<file path="config.mk">
export PLATFORM = sky130hd
export DESIGN_NAME = ppm_parallel_port
export DESIGN_NICKNAME = d
export VERILOG_FILES = /design/src/ppm_pkg.sv /design/src/ppm_sync3.sv /design/src/ppm_phase_cnt.sv /design/src/ppm_parallel_port.sv
export SDC_FILE = /design/constraint.sdc
export NUM_CORES = 1
export LEC_CHECK = 0
export BUFFER_PORTS_ARGS = -buffer_cell sky130_fd_sc_hd__buf_2
export CAP_MARGIN = 40
export CORE_AREA = 2 2 149 151
export CTS_BUF_LIST = sky130_fd_sc_hd__clkbuf_2 sky130_fd_sc_hd__clkbuf_4 sky130_fd_sc_hd__clkbuf_8
export CTS_CLUSTER_DIAMETER = 150
export CTS_CLUSTER_SIZE = 16
export DETAILED_ROUTE_END_ITERATION = 12
export DIE_AREA = 0 0 151 153
export SYNTH_ARGS = -nofsm -noshare
export SYNTH_HDL_FRONTEND = slang
export SYNTH_SLANG_ARGS = --single-unit
</file>
<file path="constraint.sdc">
create_clock -name pclk -period 4 [get_ports pclk]
set_input_delay 0.6 -clock pclk [delete_from_list [all_inputs] [get_ports pclk]]
set_output_delay 0.6 -clock pclk [all_outputs]
set_load 0.005 [all_outputs]
</file>
<file path="src/ppm_pkg.sv">
// Package: register map, field layout, modes and timing constants of the
// parallel port mode and address block.
// Assumes a 32-bit APB master and a 50 MHz instruction-cycle clock.
package ppm_pkg;

   // ==========================================================
   // Register map (byte addresses)
   localparam logic [7:0] PPM_OFS_MODE = 8'h00;
   localparam logic [7:0] PPM_OFS_ADDR = 8'h04;
   localparam logic [7:0] PPM_OFS_DATA = 8'h08;
   localparam int PPM_ADDR_W = 8;
   localparam int PPM_REG_W = 16;

   // ==========================================================
   // Mode register fields
   localparam int PPM_MODE_BUSY_BIT = 15;
   localparam int PPM_MODE_CFG_LSB = 0;
   localparam int PPM_MODE_CFG_MSB = 10;
   localparam logic [10:0] PPM_MODE_CFG_RST = 11'h000;

   // ==========================================================
   // Destination address register fields
   localparam int PPM_ADDR_LOW_MSB = 13;
   localparam int PPM_ADDR_CS_BIT = 14;
   localparam int PPM_ADDR_TOP_BIT = 15;
   localparam logic [15:0] PPM_ADDR_RST = 16'h0000;

   // ==========================================================
   // Data widths
   localparam int PPM_NARROW_W = 8;
   localparam int PPM_WIDE_W = 16;
   localparam logic [15:0] PPM_NARROW_MASK = 16'h00FF;
   localparam logic [15:0] PPM_WIDE_MASK = 16'hFFFF;
   localparam logic [15:0] PPM_DATA_RST = 16'h0000;

   // ==========================================================
   // Timing: one instruction cycle is one clock at 50 MHz
   localparam int PPM_CLK_MHZ = 50;
   localparam int PPM_TCY_NS = 20;
   localparam int PPM_CYC_PER_TCY = (PPM_TCY_NS * PPM_CLK_MHZ + 999) / 1000;
   localparam int PPM_CNT_W = 4;

   typedef enum logic [1:0] {
      PPM_MODE_LEGACY_SLAVE = 2'b00,
      PPM_MODE_ENH_SLAVE = 2'b01,
      PPM_MODE_MASTER2 = 2'b10,
      PPM_MODE_MASTER1 = 2'b11
   } ppm_mode_e;

   // Configuration word, same bit order as mode register bits 10:0
   typedef struct packed {
      logic wide_transfer_select;
      ppm_mode_e mode;
      logic [1:0] data_setup_wait;
      logic [3:0] strobe_wait;
      logic [1:0] hold_after_strobe_wait;
   } ppm_cfg_s;

   typedef enum logic [2:0] {
      PPM_ST_IDLE,
      PPM_ST_ADDR,
      PPM_ST_SETUP,
      PPM_ST_STROBE,
      PPM_ST_HOLD
   } ppm_state_e;

endpackage

</file>
<file path="src/ppm_sync3.sv">
// Three-stage synchroniser for pin inputs with a stable-agreement filter.
// Assumes inputs are asynchronous to pclk.
`timescale 1ns/1ns
module ppm_sync3 #(
   parameter int W = 1
) (
   input wire logic pclk,
   input wire logic presetn,
   input wire logic [W-1:0] d,
   output logic [W-1:0] q_ff
);
   logic [W-1:0] s1_ff;
   logic [W-1:0] s2_ff;
   logic [W-1:0] s3_ff;

   // ==========================================================
   // Chain
   always_ff @(posedge pclk or negedge presetn) begin
      if (!presetn) begin
         s1_ff <= '0;
         s2_ff <= '0;
         s3_ff <= '0;
      end else begin
         s1_ff <= d;
         s2_ff <= s1_ff;
         s3_ff <= s2_ff;
      end
   end

   // ==========================================================
   // Accept a change only once two late stages agree
   always_ff @(posedge pclk or negedge presetn) begin
      if (!presetn) begin
         q_ff <= '0;
      end else if (s2_ff == s3_ff) begin
         q_ff <= s3_ff;
      end
   end
endmodule

</file>
<file path="src/ppm_phase_cnt.sv">
// Phase length counter: a load of v makes the phase last v+1 cycles.
// Assumes the caller reloads on the same cycle it leaves a phase.
`timescale 1ns/1ns
module ppm_phase_cnt
   import ppm_pkg::*;
#(
   parameter int W = PPM_CNT_W
) (
   input wire logic pclk,
   input wire logic presetn,
   input wire logic load,
   input wire logic [W-1:0] load_val,
   output logic last
);
   logic [W-1:0] cnt_ff;

   // ==========================================================
   // Down counter
   always_ff @(posedge pclk or negedge presetn) begin
      if (!presetn) begin
         cnt_ff <= '0;
      end else if (load) begin
         cnt_ff <= load_val;
      end else if (cnt_ff != '0) begin
         cnt_ff <= cnt_ff - W'(1);
      end
   end

   assign last = (cnt_ff == '0);
endmodule

</file>
<file path="src/ppm_parallel_port.sv">
// Parallel port mode, timing and destination address block with APB access.
// Assumes pclk is the instruction-cycle clock and pins are asynchronous.
//
// The APB register port and the placing of the registers were chosen for this implementation.
`timescale 1ns/1ns

// Function
// - Data register is 16 bits wide or 8 bits; access starts a transfer in master modes.
// - Two-bit mode field picks legacy slave, enhanced slave, master 2, master 1.
// - Mode value 11 is master 1; 00, 01, 10 the others.
// - Strobe field adds its value in cycles to the strobe length.
// - Strobe field zero compresses the whole transfer into one cycle.
// - Strobe field zero makes setup and hold fields ignored.
// - Hold field keeps data and address 1 to 4 cycles after strobe.
// - Address register bit 14 drives chip select one active or inactive in master modes.
// - Address bits 13 to 0 drive the address lines during transfers.
// - Address bit 15 is a further address bit on the lines.
module ppm_parallel_port
   import ppm_pkg::*;
(
   input wire logic pclk,
   input wire logic presetn,
   input wire logic psel,
   input wire logic penable,
   input wire logic pwrite,
   input wire logic [PPM_ADDR_W-1:0] paddr,
   input wire logic [31:0] pwdata,
   output logic [31:0] prdata_ff,
   output logic pready_ff,
   output logic pslverr_ff,
   output logic [15:0] port_address_lines_ff,
   output logic chip_select_one_pin_ff,
   output logic read_strobe_pin_ff,
   output logic write_strobe_pin_ff,
   output logic enable_strobe_pin_ff,
   output logic byte_enable_pin_ff,
   input wire logic [15:0] port_data_lines_in,
   output logic [15:0] port_data_lines_out_ff,
   output logic port_data_lines_oe_ff,
   input wire logic host_cs_in,
   input wire logic host_rd_in,
   input wire logic host_wr_in
);
   // ==========================================================
   // Declarations
   ppm_cfg_s cfg_ff;
   logic [15:0] addr_ff;
   logic [15:0] tx_data_ff;
   logic [15:0] rx_data_ff;
   logic dir_read_ff;
   ppm_state_e state_ff;
   ppm_state_e nxt_state;
   logic cnt_load;
   logic [PPM_CNT_W-1:0] cnt_val;
   logic phase_last;
   logic [15:0] data_sync;
   logic [2:0] host_sync;
   logic host_wr_prev_ff;
   logic host_drive;
   logic host_wr_event;
   logic is_master;
   logic busy;
   logic [15:0] width_mask;
   logic sel_mode;
   logic sel_addr;
   logic sel_data;
   logic mapped;
   logic apb_access;
   logic apb_done;
   logic hold_off;
   logic start_xfer;
   logic start_read;
   logic [31:0] nxt_rdata;

   // ==========================================================
   // Pin input synchronisers
   ppm_sync3 #(
      .W(16)
   ) u_data_sync (
      .pclk(pclk),
      .presetn(presetn),
      .d(port_data_lines_in),
      .q_ff(data_sync)
   );

   ppm_sync3 #(
      .W(3)
   ) u_host_sync (
      .pclk(pclk),
      .presetn(presetn),
      .d({host_cs_in, host_rd_in, host_wr_in}),
      .q_ff(host_sync)
   );

   // ==========================================================
   // Phase counter
   ppm_phase_cnt #(
      .W(PPM_CNT_W)
   ) u_phase_cnt (
      .pclk(pclk),
      .presetn(presetn),
      .load(cnt_load),
      .load_val(cnt_val),
      .last(phase_last)
   );

   // ==========================================================
   // Decode
   assign is_master = cfg_ff.mode[1];
   assign busy = (state_ff != PPM_ST_IDLE);
   assign width_mask = cfg_ff.wide_transfer_select ? PPM_WIDE_MASK : PPM_NARROW_MASK;
   assign sel_mode = (paddr == PPM_OFS_MODE);
   assign sel_addr = (paddr == PPM_OFS_ADDR);
   assign sel_data = (paddr == PPM_OFS_DATA);
   assign mapped = sel_mode | sel_addr | sel_data;
   assign apb_access = psel & penable;
   assign apb_done = apb_access & pready_ff;
   // Data access waits for the engine so a running transfer is never cut
   assign hold_off = sel_data & busy;
   assign start_xfer = apb_done & sel_data & is_master;
   assign start_read = ~pwrite;

   // Legacy slave uses only the 8-bit bus whatever the width bit says
   assign host_drive = ~is_master & host_sync[2] & host_sync[1];
   assign host_wr_event = ~is_master & host_sync[2] & host_sync[0] & ~host_wr_prev_ff;

   // ==========================================================
   // APB answer
   always_comb begin
      nxt_rdata = 32'h0000_0000;
      if (sel_mode) begin
         nxt_rdata[PPM_MODE_CFG_MSB:PPM_MODE_CFG_LSB] = cfg_ff;
         nxt_rdata[PPM_MODE_BUSY_BIT] = busy;
      end else if (sel_addr) begin
         nxt_rdata[15:0] = addr_ff;
      end else if (sel_data) begin
         nxt_rdata[15:0] = rx_data_ff & width_mask;
      end
   end

   always_ff @(posedge pclk or negedge presetn) begin
      if (!presetn) begin
         pready_ff <= 1'b0;
         pslverr_ff <= 1'b0;
         prdata_ff <= 32'h0000_0000;
      end else if (apb_access & ~pready_ff & ~hold_off) begin
         pready_ff <= 1'b1;
         pslverr_ff <= ~mapped;
         prdata_ff <= pwrite ? 32'h0000_0000 : nxt_rdata;
      end else begin
         pready_ff <= 1'b0;
         pslverr_ff <= 1'b0;
      end
   end

   // ==========================================================
   // Mode and timing register
   always_ff @(posedge pclk or negedge presetn) begin
      if (!presetn) begin
         cfg_ff <= ppm_cfg_s'(PPM_MODE_CFG_RST);
      end else if (apb_done & pwrite & sel_mode) begin
         cfg_ff <= ppm_cfg_s'(pwdata[PPM_MODE_CFG_MSB:PPM_MODE_CFG_LSB]);
      end
   end

   // ==========================================================
   // Destination address register
   always_ff @(posedge pclk or negedge presetn) begin
      if (!presetn) begin
         addr_ff <= PPM_ADDR_RST;
      end else if (apb_done & pwrite & sel_addr) begin
         addr_ff <= pwdata[15:0];
      end
   end

   // ==========================================================
   // Data registers and direction
   always_ff @(posedge pclk or negedge presetn) begin
      if (!presetn) begin
         tx_data_ff <= PPM_DATA_RST;
      end else if (apb_done & pwrite & sel_data) begin
         tx_data_ff <= pwdata[15:0] & width_mask;
      end
   end

   always_ff @(posedge pclk or negedge presetn) begin
      if (!presetn) begin
         dir_read_ff <= 1'b0;
      end else if (start_xfer) begin
         dir_read_ff <= start_read;
      end
   end

   // Read data are taken on the last strobe cycle; they see the pins
   // through the synchroniser, so the peripheral must drive them early
   always_ff @(posedge pclk or negedge presetn) begin
      if (!presetn) begin
         rx_data_ff <= PPM_DATA_RST;
      end else if (state_ff == PPM_ST_STROBE && phase_last && dir_read_ff) begin
         rx_data_ff <= data_sync & width_mask;
      end else if (host_wr_event) begin
         rx_data_ff <= data_sync & PPM_NARROW_MASK;
      end
   end

   always_ff @(posedge pclk or negedge presetn) begin
      if (!presetn) begin
         host_wr_prev_ff <= 1'b0;
      end else begin
         host_wr_prev_ff <= host_sync[2] & host_sync[0];
      end
   end

   // ==========================================================
   // Transfer sequencer
   always_comb begin
      nxt_state = state_ff;
      cnt_load = 1'b0;
      cnt_val = '0;
      case (state_ff)
         PPM_ST_IDLE: begin
            if (start_xfer) begin
               cnt_load = 1'b1;
               if (cfg_ff.strobe_wait == 4'h0) begin
                  nxt_state = PPM_ST_STROBE;
                  cnt_val = '0;
               end else begin
                  nxt_state = PPM_ST_ADDR;
                  cnt_val = PPM_CNT_W'(cfg_ff.data_setup_wait);
               end
            end
         end
         PPM_ST_ADDR: begin
            if (phase_last) begin
               nxt_state = PPM_ST_SETUP;
               cnt_load = 1'b1;
               cnt_val = PPM_CNT_W'(cfg_ff.data_setup_wait);
            end
         end
         PPM_ST_SETUP: begin
            if (phase_last) begin
               nxt_state = PPM_ST_STROBE;
               cnt_load = 1'b1;
               cnt_val = cfg_ff.strobe_wait;
            end
         end
         PPM_ST_STROBE: begin
            if (phase_last) begin
               cnt_load = 1'b1;
               if (cfg_ff.strobe_wait == 4'h0) begin
                  nxt_state = PPM_ST_IDLE;
               end else begin
                  nxt_state = PPM_ST_HOLD;
                  cnt_val = PPM_CNT_W'(cfg_ff.hold_after_strobe_wait);
               end
            end
         end
         PPM_ST_HOLD: begin
            if (phase_last) begin
               nxt_state = PPM_ST_IDLE;
            end
         end
         default: begin
            nxt_state = PPM_ST_IDLE;
         end
      endcase
   end

   always_ff @(posedge pclk or negedge presetn) begin
      if (!presetn) begin
         state_ff <= PPM_ST_IDLE;
      end else begin
         state_ff <= nxt_state;
      end
   end

   // ==========================================================
   // Address and chip select pins
   // Address stays on the lines through hold, so it is held always
   always_ff @(posedge pclk or negedge presetn) begin
      if (!presetn) begin
         port_address_lines_ff <= 16'h0000;
         chip_select_one_pin_ff <= 1'b0;
      end else begin
         port_address_lines_ff <= {addr_ff[PPM_ADDR_TOP_BIT], 1'b0,
                                   addr_ff[PPM_ADDR_LOW_MSB:0]};
         chip_select_one_pin_ff <= is_master & addr_ff[PPM_ADDR_CS_BIT];
      end
   end

   // ==========================================================
   // Strobe pins, one cycle behind the sequencer state
   always_ff @(posedge pclk or negedge presetn) begin
      if (!presetn) begin
         read_strobe_pin_ff <= 1'b0;
         write_strobe_pin_ff <= 1'b0;
         enable_strobe_pin_ff <= 1'b0;
         byte_enable_pin_ff <= 1'b0;
      end else if (state_ff == PPM_ST_STROBE) begin
         if (cfg_ff.mode == PPM_MODE_MASTER1) begin
            read_strobe_pin_ff <= dir_read_ff;
            write_strobe_pin_ff <= 1'b0;
            enable_strobe_pin_ff <= 1'b1;
            byte_enable_pin_ff <= 1'b0;
         end else begin
            read_strobe_pin_ff <= dir_read_ff;
            write_strobe_pin_ff <= ~dir_read_ff;
            enable_strobe_pin_ff <= 1'b0;
            byte_enable_pin_ff <= cfg_ff.wide_transfer_select;
         end
      end else begin
         read_strobe_pin_ff <= (cfg_ff.mode == PPM_MODE_MASTER1) & busy & dir_read_ff;
         write_strobe_pin_ff <= 1'b0;
         enable_strobe_pin_ff <= 1'b0;
         byte_enable_pin_ff <= 1'b0;
      end
   end

   // ==========================================================
   // Data pins
   always_ff @(posedge pclk or negedge presetn) begin
      if (!presetn) begin
         port_data_lines_out_ff <= 16'h0000;
         port_data_lines_oe_ff <= 1'b0;
      end else if (busy & ~dir_read_ff & (state_ff != PPM_ST_ADDR)) begin
         port_data_lines_out_ff <= tx_data_ff;
         port_data_lines_oe_ff <= 1'b1;
      end else if (host_drive) begin
         port_data_lines_out_ff <= tx_data_ff & PPM_NARROW_MASK;
         port_data_lines_oe_ff <= 1'b1;
      end else begin
         port_data_lines_out_ff <= 16'h0000;
         port_data_lines_oe_ff <= 1'b0;
      end
   end

endmodule

</file>
# Word level (Yosys, flattened, before mapping)

Index checks and enable logic that the tools add are counted.

Register bits: 215
Word-level logic and storage cells: 134

Add/subtract/negate cells: 1
Equality and inequality tests: 15
Mux-type cells: 42
Bitwise operators: 33
Reduce and logical (&&, ||, !) cells: 12

Operator list:

| operator                                            | number |
|---|---|
| 2-to-1 mux 16 bit                                   | 7 |
| AND 16 bit                                          | 3 |
| AND 1 bit                                           | 21 |
| 2-to-1 mux 3 bit                                    | 6 |
| equality test 16 bit                                | 1 |
| 2-to-1 mux 4 bit                                    | 4 |
| one-hot mux 4 bit (4 select lines)                  | 1 |
| one-hot mux 3 bit (5 select lines)                  | 1 |
| 2-to-1 mux 1 bit                                    | 14 |
| 2-to-1 mux 2 bit                                    | 6 |
| 2-to-1 mux 11 bit                                   | 1 |
| inequality test 2 bit, second input constant        | 5 |
| equality test 8 x 3 -> 1 bit, second input constant | 1 |
| equality test 8 x 4 -> 1 bit, second input constant | 1 |
| zero test 4 bit                                     | 2 |
| zero test 8 bit                                     | 1 |
| 2-to-1 mux 8 bit                                    | 1 |
| inverter 1 bit                                      | 7 |
| equality test 3 x 2 -> 1 bit, second input constant | 2 |
| AND reduction 5 bit                                 | 1 |
| nonzero test 2 bit                                  | 2 |
| nonzero test 4 bit                                  | 1 |
| subtractor 4 x 1 -> 4 bit, second input constant    | 1 |
| equality test 3 x 1 -> 1 bit, second input constant | 1 |
| 10 further kinds                                    | 12 |

# Longest topological paths before layout

Gate-level depths: netlist (run 1).

Word-level depth: 7
Depth in mapped cells: 7

# Hierarchy

A second synthesis (run 1) with hierarchy kept.

Cells, all modules: 542
Area, all modules: 7624.8 um^2

By module, submodules not included:

| module                   | times used | cells each | area each (um^2) | seq. area each (um^2) |
|---|---|---|---|---|
| ppm_parallel_port        | 1          | 395        | 4997.3           | 2977.9 |
| ppm_sync3 at u_data_sync | 1          | 102        | 2014.4           | 1601.5 |
| ppm_sync3 at u_host_sync | 1          | 22         | 380.4            | 300.3 |
| ppm_phase_cnt            | 1          | 23         | 232.7            | 100.1 |

# Least setup slack after synthesis (run 1)

Ideal clock, no wire load.

Path kind: input -> register
From: input port paddr[5]
To: register addr_ff[10]
Arrival time: 2.475 ns
Required time: 3.875 ns
Slack: 1.400 ns
Stages: 6
Buffers on the path: 2
Path through: or4_1 buf_2 or2_4 nor4b_4 buf_6 mux2_2

Word-level cells in the longest chain between the ends: 2

Ends and longest elaborated chain:

| item                         | RTL line                 | RTL |
|---|---|---|
| start: declaration           | ppm_parallel_port.sv:26  | `input wire logic [PPM_ADDR_W-1:0] paddr,` |
| equality test 8 x 3 -> 1 bit | ppm_parallel_port.sv:113 | `assign sel_addr = (paddr == PPM_OFS_ADDR);` |
| AND 1 bit                    | ppm_parallel_port.sv:171 | `end else if (apb_done & pwrite & sel_addr) begin` |
| end signal: assignment       | ppm_parallel_port.sv:172 | `addr_ff <= pwdata[15:0];` |
| end: declaration             | ppm_parallel_port.sv:47  | `logic [15:0] addr_ff;` |

Every way passes these cells.
A chain may end at the register's enable or synchronous reset.

# Worst setup path in the final report (run 1)

From: input port paddr[5]
To: register addr_ff[1]

The elaborated chain is that of the path after synthesis.

==> results of run 1 <==
[power by group through the flow]
stage	sequential, mW	clock [mW]	combinational, mW
after floorplan	2.18	0	0.288
after global placement	2.21	0	0.388
after detailed placement	2.22	0	0.410
after CTS	2.18	1.39	0.411
after global routing	2.19	1.48	0.462
final	2.18	1.35	0.407
[sequential cells by signal, summed over array words and instances (netlist names), 4 cells and up]
name and flops:
u_data_sync.s2_ff 16, u_data_sync.q_ff 16, prdata_ff 16, tx_data_ff 16
u_phase_cnt.cnt_ff 4, addr_ff 16, u_data_sync.s3_ff 16, rx_data_ff 16
cfg_ff 11, u_data_sync.s1_ff 16, port_data_lines_out_ff 16, port_address_lines_ff 15
[Yosys cell counts, drive strengths merged, types with 3 or more instances]
cell type,number
nand4,3
nor3,3
nor3b,6
nand3b,4
or3,7
mux2,61
o31ai,8
a21oi,13
a32o,4
nand2,41
nor2,22
clkbuf,18
xor2,19
inv,5
and3,5
dfrtp,199
or4,3
o2bb2ai,3
o21ai,21
buf,24
and2,19
nor4,15
a22o,17
[worst max-delay path: stages]
cell and delay (ps):
buf_2 100, or4_1 800, or2_4 400, nor4b_4 280, buf_4 220, mux2_2 350
[cells by family after synthesis]
kind of cell               after synthesis
DFF                                    199
xor gates and xnor gates                21
and+or+nand+nor                        142
other                                    1
AOI/OAI and AO/OA                       77
muxes                                   61
adders and majority gates                2
buffers and inverters                   47
[metrics by stage]
| step | power [mW] | hold WS [ps] | setup WS (ps) | cells |
|---|---|---|---|---|
| CTS | 3.98 | 200 | 1630 | 947 |
| global route | 4.13 | 185 | 1480 | 948 |
| finish | 3.93 | 230 | 1600 | 948 |
| global placement | 2.60 | 336 | 1160 | 914 |
| floorplan | 2.47 | 304 | 1400 | 566 |
| detailed placement | 2.62 | 336 | 1100 | 915 |
[cell usage in the layout, fill, tap and decap left out, types with 5 or more instances in the layout]
cell type    n
a21oi_1     13
a22o_1      17
and2_1      19
and3_1       5
buf_2      101
buf_4        9
clkbuf_8    19
conb_1      17
dfrtp_1    199
inv_1        5
mux2_2      61
nand2_1     41
nor2_1      22
nor3b_1      6
nor4_1      14
o21ai_0     20
o31ai_1      8
or3_1        7
xor2_1      19
[per-layer routing]
metal,wire length (microns),global-route usage (%)
met5,0,0
met4,216,5.12
met3,757,3.97
met2,7710,23.2
met1,6500,17.3
[final cells by class]
type                       count  share of cell area (%)
sequential                   199                    57.6
tap                          280                    4.05
inverter                       5                   0.217
timing repair buffer         111                    6.79
clock buffer                  20                    3.04
multi-input combinational    320                    26.4
antenna                        1                  0.0289
clock inverter                12                    1.92
[final timing paths]
kind / from / slack, ps / end / cells past startpoint
worst max-delay path: paddr[5] / 1600 / addr_ff[1]$_DFFE_PN0P_ / 6
worst min-delay path: presetn / 230 / u_data_sync.s1_ff[11]$_DFF_PN0_ / 1
worst max register to register: u_phase_cnt.cnt_ff[0]$_DFFE_PN0P_ / 1700 / rx_data_ff[5]$_DFFE_PN0P_ / 7
worst min register to register: u_host_sync.s1_ff[2]$_DFF_PN0_ / 350 / u_host_sync.s2_ff[2]$_DFF_PN0_ / 0
max in group asynchronous: presetn / 2760 / port_address_lines_ff[2]$_DFF_PN0_ / 2
min in group pclk: port_data_lines_in[11] / 240 / u_data_sync.s1_ff[11]$_DFF_PN0_ / 1
==> flow_summary.toml, run 1 <==
[timing]
final-setup-viol-count = 0
drv_slew = 0
fmax_mhz = 416
period_share_pct = 60.1
tightestPinTransition_ps = 862
slew_headroom_pct = 42.6
rsz0062_at_grt = "false"
period_needed_ps = 2400
tns_ps = 0
fin_skew_ps = 19.0
hold_violations = 0

[cts]
clk_path_buf_depth = 2
hold_buffers = 0
htreeDepth = 4
cts_tree = "built"
clock_latency_ps = 460
postCtsSetupBuffers = 0
clkSinkCount = 199
post_cts_resize_count = 0
cts_root_buf = "clkbuf_8"
numCtsBuffers = 17
cts.clk_slew.worst_paths_ps = 100

[synth]
ys_seq_area_share_pct = 66.9
synth.avg_cell_area_sq_um = 13.5
synth_top_family_by_area = "simple AND/OR/NAND/NOR gates"
yosysUniqueCellTypes = 51
synthFlopType = "dfrtp_1"
synth_edf_count = 0
synth_top_area_cell = "dfrtp_1"
muxShareOfSynthArea_pct = 9.23
syn_inst = 550
netlist.area_leader.share_pct = 66.9
async_flop_share_pct = 100
synthAdderAreaFrac_pct = 0.336
ys_seq_elements = 199
synthTopCellsByArea = "dfrtp_1 67%, mux2_2 9.2%, xor2_1 2.2%"
yosys.area_share.simple_pct = 10.5
synth-xor-area-share_pct = 2.47
synthesis.area_sq_um = 7450
synth-compound-area-share_pct = 7.18
ys_warn_count = 0

[final_layout]
drive_above_1_share_pct = 31.5
nets = 720
num-fill-cells = 2040
syn_to_final_growth_pct = 16.1
multi_input_comb_area_sq_um = 2280
final_cell_area_sq_um = 8650
post-route-util_pct = 40.2
register_area_sq_um = 4980

[floorplan]
die_h_microns = 153
chipWidth_microns = 151
start_util_pct = 34.7
rows = 54
die-area_sq_um = 23100
core_area_sq_um = 21500
io_pins = 136

[placed_design]
dp_hpwl_microns = 11200
io_buffers = 102
post_dp_cell_area_sq_um = 8210
routabilityCongestion = 0.833

[run]
cap_violations = 0

[drt]
vias = 4487
drtIter0Drc = 249
viasPerCell = 4.73
drc_errors = 0
first_pass_iters = 4
ant_nets = 0
wl_per_cell_microns = 16.0
wl_microns = 15200

[power]
netSwitchingPower_mw = 1.01
power_density_nw_per_um2 = 454
p_leak_nw = 4.28
pwr-share-clk_pct = 34.3
power_switching_share_pct = 25.7
comb_power_share_pct = 10.4
p_seq_share_pct = 55.4
worst_ir_drop_vdd_mv = 0.222
p_int_mw = 2.92

[global_route]
antenna_found_initial = 1
grt_usage_pct = 14.0
grt_overflow = 0
grt_max_degree = 114
grt_first_pass_wirelength_microns = 24900
grt_pass1_vias = 4688

[worst_setup_path]
critPathArrivalTime_ps = 2760
cp.required_ps = 4360
crit_fanout = 16
cp-end-kind = "flip-flop"
cp-start-kind = "input pin"
path_class = "input pin to flip-flop"

[min_path]
hold_path.class = "input pin to async pin"

[status]
status = "complete, no violations"
(Power assumes the default switching activity.)
==> inputs of run 2 (changes only) <==
==> constraint.sdc (replaced) <==
create_clock -name pclk -period 2.45 [get_ports pclk]
set_input_delay 0.3675 -clock pclk [delete_from_list [all_inputs] [get_ports pclk]]
set_output_delay 0.3675 -clock pclk [all_outputs]
set_load 0.005 [all_outputs]
==> flow_summary.toml, run 2 (synthesis results as in run 1) <==
[power]
comb_power_share_pct = 11.9
p_int_mw = 4.83
p_seq_share_pct = 54.0
p_leak_nw = 4.42
worst_ir_drop_vdd_mv = 0.315
power_switching_share_pct = 25.6
pwr-share-clk_pct = 34.1
power_density_nw_per_um2 = 726
netSwitchingPower_mw = 1.66
power_mw = 6.49

[run]
cap_violations = 0

[floorplan]
io_pins = 136
rows = 54
die-area_sq_um = 23100
core_area_sq_um = 21500
chipWidth_microns = 151
start_util_pct = 34.7
die_h_microns = 153

[drt]
drc_errors = 0
viasPerCell = 4.69
ant_nets = 0
wl_per_cell_microns = 15.7
drtIter0Drc = 295
vias = 4585
first_pass_iters = 5
wl_microns = 15300

[placed_design]
routabilityCongestion = 0.847
dp_hpwl_microns = 11500
placed_cells = 922
io_buffers = 102
dpl_worst_slack_ps = 74.2

[global_route]
antenna_found_initial = 1
grt_pass1_vias = 4772
grt_max_degree = 68
grt_first_pass_wirelength_microns = 25000
grt_usage_pct = 13.9
grt_overflow = 0

[cts]
postCtsSetupBuffers = 0
cts_root_buf = "clkbuf_8"
clk_path_buf_depth = 2
numCtsBuffers = 17
cts_tree = "built"
cts.clk_slew.worst_paths_ps = 100
post_cts_resize_count = 0
clkSinkCount = 199
htreeDepth = 4
clock_latency_ps = 460
hold_buffers = 20

[timing]
drv_slew = 0
slew_headroom_pct = 49.4
period_share_pct = 93.7
rsz0062_at_grt = "false"
fmax_mhz = 436
fin_skew_ps = 15.5
period_needed_ps = 2290
tightestPinTransition_ps = 758
final-setup-viol-count = 0
layout_setup_ws_ps = 155
tns_ps = 0
hold_violations = 0

[worst_setup_path]
cp_cell_sequence = "inv_1 > ha_1 > or3b_2 > nor2_1 > a31oi_1 > buf_4 > mux2_2"
path_class = "flip-flop to flip-flop"
cp-start-kind = "flip-flop"
critPathArrivalTime_ps = 2640
crit_path_start = "u_phase_cnt.cnt_ff[0]$_DFFE_PN0P_"
rr_startpoint = "u_phase_cnt.cnt_ff[0]$_DFFE_PN0P_"
crit_fanout = 16
cp.required_ps = 2790
max_stage_delay_ps = 510
cp-end-kind = "flip-flop"
crit_slowest_cell = "or3b_2"

[final_layout]
drive_above_1_share_pct = 31.3
final_cells = 977
mostFrequentLayoutCells = "199 x dfrtp_1, 101 x buf_2, 61 x mux2_2"
nets = 747
syn_to_final_growth_pct = 20.1
layout_commonest_cell = "dfrtp_1"

[min_path]
hold_path.class = "input pin to flip-flop"
worstHoldStart = "pwdata[15]"

[status]
status = "complete, no violations"
-- run 2: cell types whose count changed in the layout (fill, tap and decap cells not counted) --
cell,delta
inv_6,+2
buf_12,+3
buf_4,+4
diode_2,+2
inv_8,-1
dlygate4sd3_1,+20
clkinv_2,+1
clkbuf_8,+1
clkbuf_4,-1
clkinvlp_4,-2
-- run 2: worst max-delay path, delay by kind of cell (launching register included) --
kind,cells,cell delay (ps)
AOI/OAI and AO/OA,1,140
adders and majority gates,1,180
buffers and inverters,2,310
DFF,1,420
muxes,1,280
and+or+nand+nor,2,840
-- run 2: through the flow --
| stage | hold slack, ps | instance area [sq um] | util [%] |
|---|---|---|---|
| global placement | 336 | 8300 | 38.7 |
| finish | 156 | 8940 | 41.6 |
| global route | 124 | 8940 | 41.6 |
| detailed placement | 335 | 8300 | 38.7 |
| CTS | 127 | 8940 | 41.6 |
| floorplan | 71.9 | 7510 | - |
-- run 2: routing by layer --
layer	global-route usage [%]	vias up	routed length (microns)
li1	-	2170	-
met1	17.3	2270	6480
met2	23.3	123	7760
met3	3.97	22	758
met4	4.63	0	327
met5	0	-	0
-- run 2: final timing paths --
| path | to | slack (ps) | cells after the start |
|---|---|---|---|
| worst max register to register | rx_data_ff[3]$_DFFE_PN0P_ | 160 | 7 |
| worst min register to register | u_host_sync.s2_ff[2]$_DFF_PN0_ | 350 | 0 |
| min in group asynchronous | u_data_sync.s1_ff[11]$_DFF_PN0_ | 430 | 2 |
| worst max-delay path | rx_data_ff[3]$_DFFE_PN0P_ | 160 | 7 |
| max in group asynchronous | pready_ff$_DFF_PN0_ | 1270 | 3 |
| worst min-delay path | addr_ff[15]$_DFFE_PN0P_ | 160 | 2 |
-- run 2: power groups by stage --
stage	registers [mW]	logic (mW)	clock network (mW)
floorplan	3.56	0.470	0
finish	3.51	0.772	2.21
global placement	3.56	0.713	0
CTS	3.51	0.781	2.29
global route	3.53	0.867	2.42
detailed placement	3.57	0.753	0
-- run 2: final cells by class --
cell class / count / area, sq um
Multi-Input combinational cell: 320 / 2280
Antenna cell: 3 / 7.51
Inverter: 5 / 18.8
Sequential cell: 199 / 4980
Timing Repair Buffer: 138 / 877
Tap cell: 280 / 350
Clock inverter: 12 / 163
Fill cell: 2021 / 12500
Clock buffer: 20 / 269
==> inputs of run 3 (changes only) <==
--- a/config.mk
+++ b/config.mk
@@ -13,6 +13,8 @@
 export CTS_CLUSTER_SIZE = 16
 export DETAILED_ROUTE_END_ITERATION = 12
 export DIE_AREA = 0 0 151 153
+export RECOVER_POWER = 25
+export SETUP_SLACK_MARGIN = 0.2
 export SYNTH_ARGS = -nofsm -noshare
 export SYNTH_HDL_FRONTEND = slang
 export SYNTH_SLANG_ARGS = --single-unit
==> flow_summary.toml, run 3 (synthesis results as in run 1) <==
[final_layout]
register_area_sq_um = 4980
multi_input_comb_area_sq_um = 2290
layout_commonest_cell = "dfrtp_1"
post-route-util_pct = 41.4
nets = 748
syn_to_final_growth_pct = 19.3
mostFrequentLayoutCells = "199 x dfrtp_1, 101 x buf_2, 61 x mux2_2"
num-fill-cells = 2048
final_cell_area_sq_um = 8880
drive_above_1_share_pct = 31.4

[worst_setup_path]
cp-start-kind = "flip-flop"
critPathArrivalTime_ps = 2460
crit_fanout = 16
reg2reg_depth = 7
crit_slowest_cell = "or3b_2"
cp.required_ps = 2790
max_stage_delay_ps = 540
cp-end-kind = "flip-flop"
crit_cells = 7
cp_num_buf_inv = 2
cp_cell_sequence = "inv_1 > ha_1 > or3b_2 > nor2_4 > a31oi_1 > buf_4 > mux2_2"
path_class = "flip-flop to flip-flop"
critPathTopFamily = "simple AND/OR/NAND/NOR gates"

[drt]
met2_wirelength_microns = 7960
wl_microns = 15600
drc_errors = 0
first_pass_iters = 4
top_layer = "met4"
wl_met1_microns = 6450
ant_nets = 0
vias = 4620
wl_met3_microns = 612
viasPerCell = 4.74
drtIter0Drc = 225
wl_per_cell_microns = 16.0

[floorplan]
io_pins = 136
core_area_sq_um = 21500
chipWidth_microns = 151
rows = 54
die-area_sq_um = 23100
start_util_pct = 34.7
die_h_microns = 153

[min_path]
worstHoldPathCells = 2
hold_path.class = "input pin to flip-flop"

[timing]
hold_violations = 0
layout_setup_ws_ps = 330
tns_ps = 0
drv_slew = 0
tightestPinTransition_ps = 705
period_share_pct = 86.5
slew_headroom_pct = 52.9
fin_skew_ps = 15.3
fmax_mhz = 472
period_needed_ps = 2120
rsz0062_at_grt = "false"
final-setup-viol-count = 0

[cts]
cts_root_buf = "clkbuf_8"
htreeDepth = 4
clk_path_buf_depth = 2
cts.clk_slew.worst_paths_ps = 100
cts_tree = "built"
postCtsSetupBuffers = 0
numCtsBuffers = 17
clkSinkCount = 199
clock_latency_ps = 460

[placed_design]
dpl_worst_slack_ps = 67.9
post_dp_cell_area_sq_um = 8310
routabilityCongestion = 0.853
io_buffers = 102
dp_hpwl_microns = 11700

[power]
power_density_nw_per_um2 = 700
power_mw = 6.22
worst_ir_drop_vdd_mv = 0.322
p_leak_nw = 4.39

[global_route]
grt_usage_pct = 14.1
grt_pass1_vias = 4816
antenna_found_initial = 1
grt_overflow = 0
grt_first_pass_wirelength_microns = 25400
grt_max_degree = 80

[status]
status = "complete, no violations"

[run]
cap_violations = 0
[run 3: final cells by class]
type / instances / area share, %
Antenna cell: 1 / 0.0282
Clock buffer: 20 / 2.96
Clock inverter: 11 / 1.13
Inverter: 5 / 0.211
Multi-Input combinational cell: 320 / 25.7
Sequential cell: 199 / 56.0
Tap cell: 280 / 3.94
Timing Repair Buffer: 139 / 9.96
[run 3: through the flow]
stage / cells / hold WS [ps]
floorplan: 566 / 71.9
global placement: 923 / 336
detailed placement: 923 / 335
CTS: 974 / 116
global route: 975 / 129
finish: 975 / 161
[run 3: worst reg2reg max path: stages (launching register included)]
cell,delay [ps]
dfrtp_1,420
inv_1,90
ha_1,190
or3b_2,540
nor2_4,170
a31oi_1,100
buf_4,220
mux2_2,280
[run 3: path summary, 6_finish.rpt]
| kind | from | end | slack [ps] |
|---|---|---|---|
| max in group asynchronous | presetn | prdata_ff[12]$_DFFE_PN0P_ | 1220 |
| worst max register to register | u_phase_cnt.cnt_ff[0]$_DFFE_PN0P_ | rx_data_ff[5]$_DFFE_PN0P_ | 330 |
| min in group asynchronous | presetn | u_data_sync.s1_ff[11]$_DFF_PN0_ | 480 |
| worst min-delay path | pwdata[13] | addr_ff[13]$_DFFE_PN0P_ | 160 |
| worst max-delay path | u_phase_cnt.cnt_ff[0]$_DFFE_PN0P_ | rx_data_ff[5]$_DFFE_PN0P_ | 330 |
| worst min register to register | u_host_sync.s1_ff[2]$_DFF_PN0_ | u_host_sync.s2_ff[2]$_DFF_PN0_ | 350 |
[run 3: report_power, final]
part / switching, mW / total, mW / internal (mW)
registers: 0.0872 / 3.51 / 3.42
clock network: 1.09 / 1.94 / 0.852
logic: 0.455 / 0.776 / 0.321
total: 1.63 / 6.22 / 4.59
[run 3: what timing repair did]
item | in CTS | in global routing
hold buffers | 20 | 0
endpoints found under the setup margin | 1 | 2
gates resized for setup | 1 | 1
hold endpoints to repair | 94 | 0
[run 3: metal layers]
| layer | vias to the layer above | track usage (%) |
|---|---|---|
| li1 | 2158 | - |
| met1 | 2286 | 17.4 |
| met2 | 136 | 23.5 |
| met3 | 40 | 2.99 |
| met4 | 0 | 7.12 |
| met5 | - | 0 |
